===== src/hdl/tkds_defs.vh =====
// constants for the touch key detection setup block
// ==========================================================================
`ifndef TKDS_DEFS_VH
`define TKDS_DEFS_VH

`define TKDS_ADDR_RECAL        8'h12
`define TKDS_ADDR_FREEZE       8'h13
`define TKDS_ADDR_SLD_CTRL     8'h14
`define TKDS_ADDR_SLD_OPT      8'h15
`define TKDS_ADDR_KEY_CTRL     8'h16
`define TKDS_ADDR_THRESH       8'h26
`define TKDS_ADDR_BURST        8'h36
`define TKDS_ADDR_END          8'h46

`define TKDS_RST_RECAL         8'hff
`define TKDS_RST_FREEZE        8'h19
`define TKDS_RST_SLD_CTRL      8'h05
`define TKDS_RST_SLD_OPT       8'h04
`define TKDS_RST_KEY_CTRL      8'h00
`define TKDS_RST_THRESH        8'h0a
`define TKDS_RST_BURST         8'h04

// slider control: backlash in high nibble, key count in low nibble; slider options: resolution in bits 2..0
`define TKDS_SLD_BACK_MSB      7
`define TKDS_SLD_BACK_LSB      4
`define TKDS_SLD_KEYS_MSB      3
`define TKDS_SLD_KEYS_LSB      0
`define TKDS_SLD_RES_MSB       2
`define TKDS_SLD_RES_LSB       0

`define TKDS_RELEASE_MARGIN    16'h0002
`define TKDS_TICK_NS           160000000
`define TKDS_CLK_NS            20
`define TKDS_TICK_CYCLES       (`TKDS_TICK_NS / `TKDS_CLK_NS)

`endif


===== src/hdl/tkds_top.v =====
// touch key detection, drift, recalibration, slider and burst sequencing
`timescale 1ns/1ns
`include "tkds_defs.vh"
module tkds_top #(
  parameter TICK_CYCLES = `TKDS_TICK_CYCLES,
  parameter NKEYS       = 16
) (
  input  wire        sys_clk,
  input  wire        rst_n,
  // setup byte port, written and read by the serial slave front end
  input  wire        cfg_wr,
  input  wire [7:0]  cfg_addr,
  input  wire [7:0]  cfg_wdata,
  output reg  [7:0]  cfg_rdata,
  input  wire        host_recal,
  input  wire [4:0]  detect_filter_limit,
  // acquisition results from the charge front end, one key at a time
  input  wire        acq_valid,
  input  wire [3:0]  acq_key,
  input  wire [15:0] acq_signal,
  input  wire        acq_drift_step,
  input  wire        acq_drift_up,
  input  wire        scan_done,
  // burst request and pulse lines
  input  wire        burst_start,
  input  wire [3:0]  burst_key,
  output reg  [7:0]  drive_line,
  output reg  [1:0]  receive_enable,
  output reg         burst_busy,
  // results
  output reg  [15:0] key_detect,
  output reg  [7:0]  slider_position,
  output reg         slider_touched,
  output reg         sleep_request,
  output reg         use_min_interval,
  output reg         drift_frozen
);
  // ==========================================================================
  // setup registers
  reg [7:0] detect_recal_delay;
  reg [7:0] drift_freeze_time;
  reg [7:0] slider_control;
  reg [7:0] slider_options;
  reg [1:0] suppression_group [0:NKEYS-1];
  reg [7:0] touch_threshold   [0:NKEYS-1];
  reg [7:0] burst_length      [0:NKEYS-1];
  integer   i;
  integer   bi;
  integer   di;
  integer   si;

  function in_range;
    input [7:0] a;
    input [7:0] base;
    begin
      in_range = (a >= base) && (a < base + 8'h10);
    end
  endfunction

  wire [3:0] cfg_idx = cfg_addr[3:0] - 4'h6;

  always @(posedge sys_clk or negedge rst_n) begin
    if (!rst_n) begin
      detect_recal_delay <= `TKDS_RST_RECAL;
      drift_freeze_time  <= `TKDS_RST_FREEZE;
      slider_control     <= `TKDS_RST_SLD_CTRL;
      slider_options     <= `TKDS_RST_SLD_OPT;
      for (i = 0; i < NKEYS; i = i + 1) begin
        suppression_group[i] <= 2'h0;
        touch_threshold[i]   <= `TKDS_RST_THRESH;
        burst_length[i]      <= `TKDS_RST_BURST;
      end
    end else if (cfg_wr) begin
      if (cfg_addr == `TKDS_ADDR_RECAL) begin
        detect_recal_delay <= cfg_wdata;
      end
      if (cfg_addr == `TKDS_ADDR_FREEZE) begin
        drift_freeze_time <= cfg_wdata;
      end
      if (cfg_addr == `TKDS_ADDR_SLD_CTRL) begin
        slider_control <= cfg_wdata;
      end
      if (cfg_addr == `TKDS_ADDR_SLD_OPT) begin
        slider_options <= {5'h00, cfg_wdata[2:0]};
      end
      if (in_range(cfg_addr, `TKDS_ADDR_KEY_CTRL)) begin
        suppression_group[cfg_idx] <= cfg_wdata[1:0];
      end
      if (in_range(cfg_addr, `TKDS_ADDR_THRESH)) begin
        touch_threshold[cfg_idx] <= cfg_wdata;
      end
      if (in_range(cfg_addr, `TKDS_ADDR_BURST)) begin
        burst_length[cfg_idx] <= cfg_wdata;
      end
    end
  end

  always @(posedge sys_clk or negedge rst_n) begin
    if (!rst_n) begin
      cfg_rdata <= 8'h00;
    end else if (cfg_addr == `TKDS_ADDR_RECAL) begin
      cfg_rdata <= detect_recal_delay;
    end else if (cfg_addr == `TKDS_ADDR_FREEZE) begin
      cfg_rdata <= drift_freeze_time;
    end else if (cfg_addr == `TKDS_ADDR_SLD_CTRL) begin
      cfg_rdata <= slider_control;
    end else if (cfg_addr == `TKDS_ADDR_SLD_OPT) begin
      cfg_rdata <= slider_options;
    end else if (in_range(cfg_addr, `TKDS_ADDR_KEY_CTRL)) begin
      cfg_rdata <= {6'h00, suppression_group[cfg_idx]};
    end else if (in_range(cfg_addr, `TKDS_ADDR_THRESH)) begin
      cfg_rdata <= touch_threshold[cfg_idx];
    end else if (in_range(cfg_addr, `TKDS_ADDR_BURST)) begin
      cfg_rdata <= burst_length[cfg_idx];
    end else begin
      cfg_rdata <= 8'h00;
    end
  end

  // ==========================================================================
  // 0.16 s tick
  reg [31:0] tick_cnt;
  reg        tick;
  always @(posedge sys_clk or negedge rst_n) begin
    if (!rst_n) begin
      tick_cnt <= 32'h0;
      tick     <= 1'b0;
    end else if (tick_cnt >= TICK_CYCLES - 1) begin
      tick_cnt <= 32'h0;
      tick     <= 1'b1;
    end else begin
      tick_cnt <= tick_cnt + 32'h1;
      tick     <= 1'b0;
    end
  end

  // ==========================================================================
  // reference store; the reference is read one cycle after the acquisition
  reg         acq_v1;
  reg  [3:0]  acq_k1;
  reg  [15:0] acq_s1;
  reg         acq_step1;
  reg         acq_up1;
  wire [15:0] ref_level;
  reg         ref_wr;
  reg  [15:0] ref_wdata;
  reg  [3:0]  ref_waddr;

  tkds_key_mem #(.WIDTH(16), .DEPTH(NKEYS), .AW(4)) u_ref (
    .sys_clk (sys_clk),
    .wr_en   (ref_wr),
    .wr_addr (ref_waddr),
    .wr_data (ref_wdata),
    .rd_addr (acq_key),
    .rd_data (ref_level)
  );

  always @(posedge sys_clk or negedge rst_n) begin
    if (!rst_n) begin
      acq_v1    <= 1'b0;
      acq_k1    <= 4'h0;
      acq_s1    <= 16'h0;
      acq_step1 <= 1'b0;
      acq_up1   <= 1'b0;
    end else begin
      acq_v1    <= acq_valid;
      acq_k1    <= acq_key;
      acq_s1    <= acq_signal;
      acq_step1 <= acq_drift_step;
      acq_up1   <= acq_drift_up;
    end
  end

  // ==========================================================================
  // detection, integrator, recalibration, drift
  reg  [4:0] integ      [0:NKEYS-1];
  reg  [7:0] detect_age [0:NKEYS-1];
  reg  [15:0] recal_pend;
  reg  [7:0] freeze_cnt;
  reg  [7:0] awake_cnt;
  reg        state_change;

  // level is recomputed from the live reference on every acquisition
  wire [15:0] thr16     = {8'h00, touch_threshold[acq_k1]};
  wire [15:0] diff      = (ref_level > acq_s1) ? (ref_level - acq_s1) : 16'h0;
  wire        below_thr = diff > thr16;
  wire        above_rel = diff > (thr16 - `TKDS_RELEASE_MARGIN);
  wire        key_off   = (burst_length[acq_k1] == 8'h00);
  wire [3:0]  sld_keys  = slider_control[`TKDS_SLD_KEYS_MSB:`TKDS_SLD_KEYS_LSB];
  wire        pass_limit = integ[acq_k1] >= detect_filter_limit;

  // first receive line keys 0..7, slider starts at the first drive line
  function is_slider;
    input [3:0] k;
    input [3:0] n;
    begin
      is_slider = (k[3] == 1'b0) && ({1'b0, k[2:0]} < n);
    end
  endfunction

  reg blocked;
  always @* begin
    blocked = 1'b0;
    for (bi = 0; bi < NKEYS; bi = bi + 1) begin
      if (key_detect[bi] && (bi != acq_k1) && (suppression_group[acq_k1] != 2'h0)
          && (suppression_group[bi] == suppression_group[acq_k1])
          && !(is_slider(bi[3:0], sld_keys) && is_slider(acq_k1, sld_keys))) begin
        blocked = 1'b1;
      end
    end
  end

  always @* begin
    ref_wr    = 1'b0;
    ref_waddr = acq_k1;
    ref_wdata = ref_level;
    if (acq_v1) begin
      if (recal_pend[acq_k1]) begin
        ref_wr    = 1'b1;
        ref_wdata = acq_s1;
      end else if (acq_step1 && !key_detect[acq_k1] && !below_thr
                   && freeze_cnt == 8'h00) begin
        ref_wr    = 1'b1;
        ref_wdata = acq_up1 ? ref_level + 16'h1 : ref_level - 16'h1;
      end
    end
  end

  always @(posedge sys_clk or negedge rst_n) begin
    if (!rst_n) begin
      key_detect   <= 16'h0;
      recal_pend   <= 16'h0;
      state_change <= 1'b0;
      for (di = 0; di < NKEYS; di = di + 1) begin
        integ[di]      <= 5'h0;
        detect_age[di] <= 8'h0;
      end
    end else begin
      state_change <= 1'b0;
      for (di = 0; di < NKEYS; di = di + 1) begin
        if (host_recal) begin
          recal_pend[di] <= 1'b1;
        end
        if (key_detect[di] && tick) begin
          if (detect_recal_delay != 8'h00 && detect_age[di] + 8'h1 >= detect_recal_delay) begin
            recal_pend[di] <= 1'b1;
          end
          if (detect_age[di] != 8'hff) begin
            detect_age[di] <= detect_age[di] + 8'h1;
          end
        end
      end
      if (acq_v1) begin
        if (recal_pend[acq_k1] || key_off) begin
          if (!host_recal) begin
            recal_pend[acq_k1] <= 1'b0;
          end
          integ[acq_k1]      <= 5'h0;
          detect_age[acq_k1] <= 8'h0;
          if (key_detect[acq_k1]) begin
            state_change <= 1'b1;
          end
          key_detect[acq_k1] <= 1'b0;
        end else if (key_detect[acq_k1]) begin
          if (!above_rel) begin
            key_detect[acq_k1] <= 1'b0;
            detect_age[acq_k1] <= 8'h0;
            state_change       <= 1'b1;
          end
        end else if (!below_thr || blocked) begin
          integ[acq_k1] <= 5'h0;
        end else if (pass_limit) begin
          key_detect[acq_k1] <= 1'b1;
          integ[acq_k1]      <= 5'h0;
          detect_age[acq_k1] <= 8'h0;
          state_change       <= 1'b1;
        end else begin
          integ[acq_k1] <= integ[acq_k1] + 5'h1;
        end
      end
    end
  end

  // ==========================================================================
  // drift freeze and awake timing share one setting
  always @(posedge sys_clk or negedge rst_n) begin
    if (!rst_n) begin
      freeze_cnt       <= 8'h0;
      awake_cnt        <= 8'h0;
      drift_frozen     <= 1'b0;
      use_min_interval <= 1'b0;
      sleep_request    <= 1'b0;
    end else begin
      if (key_detect != 16'h0) begin
        freeze_cnt <= drift_freeze_time;
      end else if (tick && freeze_cnt != 8'h00) begin
        freeze_cnt <= freeze_cnt - 8'h1;
      end
      if (state_change) begin
        awake_cnt <= drift_freeze_time;
      end else if (tick && awake_cnt != 8'h00) begin
        awake_cnt <= awake_cnt - 8'h1;
      end
      drift_frozen     <= (freeze_cnt != 8'h00);
      use_min_interval <= (awake_cnt != 8'h00) || state_change;
      sleep_request    <= scan_done && !state_change;
    end
  end

  // ==========================================================================
  // slider: position of the lowest detected slider key on 8-bit scale, backlash, then scaling
  wire [3:0] sld_back = slider_control[`TKDS_SLD_BACK_MSB:`TKDS_SLD_BACK_LSB];
  wire [2:0] sld_res  = slider_options[`TKDS_SLD_RES_MSB:`TKDS_SLD_RES_LSB];
  reg  [7:0] raw_pos;
  reg  [3:0] first_hit;
  reg        any_hit;
  reg [11:0] pos_num;
  reg [11:0] pos_quot;
  always @* begin
    first_hit = 4'h0;
    any_hit   = 1'b0;
    pos_quot  = 12'h000;
    for (si = 7; si >= 0; si = si - 1) begin
      if (key_detect[si] && is_slider(si[3:0], sld_keys)) begin
        first_hit = si[3:0];
        any_hit   = 1'b1;
      end
    end
    // key index times 255 over keys minus one puts the last slider key at full scale, so no clipping is needed
    pos_num = {first_hit, 8'h00} - {8'h00, first_hit};
    if (sld_keys > 4'h1) begin
      pos_quot = pos_num / {8'h00, sld_keys - 4'h1};
    end
    raw_pos = pos_quot[7:0];
  end

  reg [7:0] held_pos;
  reg       dir_up;
  reg       first_move;
  wire [8:0] back_n = {5'h00, sld_back} + 9'h001;
  always @(posedge sys_clk or negedge rst_n) begin
    if (!rst_n) begin
      held_pos        <= 8'h00;
      dir_up          <= 1'b1;
      first_move      <= 1'b1;
      slider_touched  <= 1'b0;
      slider_position <= 8'h00;
    end else begin
      slider_touched <= any_hit && (sld_keys != 4'h0);
      if (!any_hit || sld_keys == 4'h0) begin
        first_move <= 1'b1;
      end else if (first_move) begin
        held_pos   <= raw_pos;
        first_move <= (raw_pos == held_pos);
      end else if (raw_pos > held_pos) begin
        if (dir_up || {1'b0, raw_pos} >= {1'b0, held_pos} + back_n) begin
          held_pos <= raw_pos;
          dir_up   <= 1'b1;
        end
      end else if (raw_pos < held_pos) begin
        if (!dir_up || {1'b0, raw_pos} + back_n <= {1'b0, held_pos}) begin
          held_pos <= raw_pos;
          dir_up   <= 1'b0;
        end
      end
      slider_position <= held_pos >> (sld_res > 3'h6 ? 3'h6 : sld_res);
    end
  end

  // ==========================================================================
  // burst: four pulses per length unit on the key's drive line
  reg [9:0] pulse_left;
  reg [3:0] bkey;
  reg       phase;
  always @(posedge sys_clk or negedge rst_n) begin
    if (!rst_n) begin
      pulse_left     <= 10'h000;
      bkey           <= 4'h0;
      phase          <= 1'b0;
      burst_busy     <= 1'b0;
      drive_line     <= 8'h00;
      receive_enable <= 2'h0;
    end else if (!burst_busy) begin
      drive_line     <= 8'h00;
      receive_enable <= 2'h0;
      phase          <= 1'b0;
      if (burst_start && burst_length[burst_key] != 8'h00) begin
        pulse_left <= {burst_length[burst_key], 2'b00};
        bkey       <= burst_key;
        burst_busy <= 1'b1;
      end
    end else begin
      receive_enable <= 2'h1 << bkey[3];
      phase          <= ~phase;
      if (!phase) begin
        drive_line <= 8'h01 << bkey[2:0];
      end else begin
        drive_line <= 8'h00;
        pulse_left <= pulse_left - 10'h001;
        if (pulse_left == 10'h001) begin
          burst_busy <= 1'b0;
        end
      end
    end
  end
endmodule


===== src/hdl/tkds_key_mem.v =====
// per-key word store with registered read data
`timescale 1ns/1ns
module tkds_key_mem #(
  parameter WIDTH = 16,
  parameter DEPTH = 16,
  parameter AW    = 4
) (
  input  wire             sys_clk,
  input  wire             wr_en,
  input  wire [AW-1:0]    wr_addr,
  input  wire [WIDTH-1:0] wr_data,
  input  wire [AW-1:0]    rd_addr,
  output reg  [WIDTH-1:0] rd_data
);
  reg [WIDTH-1:0] mem [0:DEPTH-1];

  always @(posedge sys_clk) begin
    if (wr_en) begin
      mem[wr_addr] <= wr_data;
    end
    rd_data <= mem[rd_addr];
  end
endmodule


===== config.mk =====
export PLATFORM = sky130hd
export DESIGN_NAME = tkds_top
export DESIGN_NICKNAME = d
export VERILOG_FILES = /design/src/hdl/tkds_top.v /design/src/hdl/tkds_key_mem.v
export VERILOG_INCLUDE_DIRS = /design/src /design/src/hdl
export SDC_FILE = /design/constraint.sdc
export NUM_CORES = 2
export LEC_CHECK = 0
export ABC_AREA = 1
export BUFFER_PORTS_ARGS = -buffer_cell sky130_fd_sc_hd__buf_4
export CORE_UTILIZATION = 43
export CTS_CLUSTER_SIZE = 25
export DETAILED_ROUTE_END_ITERATION = 8
export SYNTH_ARGS = -nofsm -noshare
export SYNTH_HDL_FRONTEND = slang
export SYNTH_SLANG_ARGS = --single-unit

===== constraint.sdc =====
create_clock -name sys_clk -period 19.09 [get_ports sys_clk]
set_input_delay 0.9545 -clock sys_clk [delete_from_list [all_inputs] [get_ports sys_clk]]
set_output_delay 0.9545 -clock sys_clk [all_outputs]
set_load 0.05 [all_outputs]

==> results.tsv <==
metric	value	unit
cts hold-fix bufs	0	
CTS tree	done	
GRT Residual Overflow	0	
Worst Path Arrival	18.62	ns
number of synthesized flops with an enable pin	256	
drt pass-1 iters	6	
Worst-Margin Slew	1.23	ns
GP Congestion	0.940	
placed cells	8449	
DR iter-0 viols	5562	
Util after Layout	0.493	
H-tree depth	3	
Rel. slew slack	0.177	
fin crit period	17.98	ns
Die W	364	um
startpoint types	flip-flop	
Via-to-Cell Ratio	5.76	
global-route wire length before repair	274000	um
Layout Area Growth over Synthesis	13.5	%
cell mode on critical path	nand2_1	
Setup WS pre-CTS	-0.769	ns
# port buffers	100	
Worst-path clk slew	0.06	ns
initial antenna violation count	1	
most common cell after layout, fill and taps aside	nand2_1	
Worst setup EP type	flip-flop	
Clock Latency Late Sink	0.77	ns
Worst R2R Start	slider_control[0]	
CP required	19.73	ns
Hold WC Path Type	in -> async	
die area	133000	sq um
sequential share of the synthesized area	0.447	
vias	50070	
clk_skew	0.0766	ns
num rows	132	
combinational family with the most area after synthesis	compound AO/OA/AOI/OAI gates	
crit-path max cell delay	0.59	ns
Synth Area in Adders	0.0680	
FF+latch count, synth	956	
endpoints failing setup	0	
pwr/cell area	166	nW/um^2
crit share post-route	0.942	
outcome	completed	
Pins Over Slew Limit	0	
Layout Nets	7212	
compound-gate portion of the synthesized area	0.202	
Area after DPL	59400	sq um
I/O pin count	101	
Initial Util	0.434	
DP HPWL	117000	um
XOR/XNOR Fraction of Synth Area	0.0255	
synth warn	0	
mapped cell area	56400	sq um
mux contribution to synthesized area	0.0147	
Global Route Usage Sum	0.264	
Cell variety after synth	74	
CP Launch Point	slider_control[0]	
Max rail drop VDD	0.357	mV
fraction of layout cells with a size suffix above 1	0.108	
vias in the first global route	46495	
die height	364	um
worst-case reg-to-reg path depth	147	
RR Endpoint	held_pos[7]	
final instance area	64000	sq um
Critical Path Fanout Max	7	
critical path endpoint	held_pos[7]	
Max Cap Viol	0	
CTS Buffer Depth	3	
CTS buffer count	108	
TNS Setup	0	ns
Crit Path Category	reg -> reg	
Synth Area in Simple Gates	0.170	
DRT antenna net count	0	
non-filler cells, final	8692	
Root Driver	clkbuf_16	
CTS Sinks	956	
synthesized instance count	6743	
drt drc	0	
largest net degree at the start of global routing	164	
Syn Area/Cell	8.36	sq um
Fin. Hold Viols	0	
DRT Wirelength	178000	um
Core Area	130000	sq um
Setup WS post-layout	1.11	ns
Main synth FF type	dfrtp_1	
Async SR Flop Fraction	0.715	
most frequent cells in the layout	nand2_1, o21ai_0, inv_1, dfrtp_1, nor2_1	
Leak	28.3	nW
Max Fclk	55.6	MHz
WL/cell	20.5	um
Critical Path Slowest Stage Cell	dfstp_2	
R2R Setup Slk	1.11	ns
worst min-delay path by stage:
stage	slack, ns	startpoint	end
CTS	0.19	rst_n	burst_length[16]
global route	0.24	rst_n	burst_length[29]
finish	0.19	rst_n	burst_length[17]
detailed placement	0.46	tick_cnt[0]	tick_cnt[0]
global placement	0.45	tick_cnt[0]	tick_cnt[0]
floorplan	0.43	bkey[3]	receive_enable[0]
registers in the layout, indices dropped and copies added, names as in the netlist, 8 cells and up, named ones only:
| register | flops |
|---|---|
| awake_cnt | 8 |
| integ | 80 |
| burst_length | 128 |
| drive_line | 8 |
| u_ref.rd_data | 16 |
| cfg_rdata | 8 |
| u_ref.mem | 256 |
| slider_position | 8 |
| tick_cnt | 32 |
| recal_pend | 16 |
| freeze_cnt | 8 |
| pulse_left | 10 |
| detect_recal_delay | 8 |
| drift_freeze_time | 8 |
| touch_threshold | 128 |
| held_pos | 8 |
| acq_s1 | 16 |
| detect_age | 128 |
| slider_control | 8 |
| suppression_group | 32 |
metal layers:
layer / vias up / routed length [um] / GRT usage
li1: 23651 / - / -
met1: 24238 / 81300 / 0.384
met2: 1870 / 78800 / 0.404
met3: 309 / 13200 / 0.0406
met4: 2 / 4780 / 0.0772
met5: - / 14 / 0
metrics by stage:
| step | total power [mW] | hold slack (ns) |
|---|---|---|
| 4_1_cts | 10.2 | 0.188 |
| 3_5_place_dp | 7.85 | 0.457 |
| 3_3_place_gp | 7.72 | 0.450 |
| 2_1_floorplan | 6.60 | 0.426 |
| 5_1_grt | 11.5 | 0.236 |
| 6_report | 10.6 | 0.186 |
critical path, delay by kind of cell (launching register included):
| kind | cells | cell delay [ns] |
|---|---|---|
| adders and majority gates | 16 | 4.11 |
| DFF | 1 | 0.59 |
| xor gates and xnor gates | 1 | 0.13 |
| buffers and inverters | 26 | 1.87 |
| AOI/OAI and AO/OA | 37 | 4.70 |
| and+or+nand+nor | 67 | 6.51 |
timing repair:
item,CTS,global route
setup buffers,5,31
endpoints found under the setup margin,9,9
resized for setup,22,111
pin swaps,8,63
gates cloned,1,0
cell type report:
| class | instances | area (sq um) |
|---|---|---|
| Clock inverter | 49 | 597 |
| Multi-Input combinational cell | 4713 | 27700 |
| Antenna cell | 3 | 7.51 |
| Tap cell | 1742 | 2180 |
| Inverter | 805 | 3030 |
| Timing Repair Buffer | 270 | 2090 |
| Fill cell | 12487 | 65800 |
| Sequential cell | 956 | 25200 |
| Clock buffer | 154 | 3190 |
cell families (layout without fill, tap and decap cells):
family,after synthesis,in the layout
XOR/XNOR,163,163
flip-flops,956,956
other,1,13
multiplexers,83,83
adder cells (fa/ha/maj),304,304
buffers and inverters,1083,1278
AND/OR/NAND/NOR,2188,2188
AO/OA/AOI/OAI,1965,1965
power breakdown:
group          internal [mW]  total [mW]  switching [mW]
sequential              2.48        2.82           0.336
combinational           2.22        5.62            3.40
clock                   1.28        2.20           0.920
cell usage after synthesis, drive strengths merged (98+ instances only):
library cell,n,share of area
a21oi,375,0.033
a31oi,113,0.013
clkbuf,237,0.016
dfrtp,620,0.28
edfxtp,256,0.14
ha,300,0.067
inv,769,0.051
nand2,1085,0.075
nand3,401,0.038
nand4,98,0.011
nor2,491,0.034
o21ai,841,0.075
o22ai,232,0.026
xor2,123,0.019
Power figures use the tool's default switching activity.
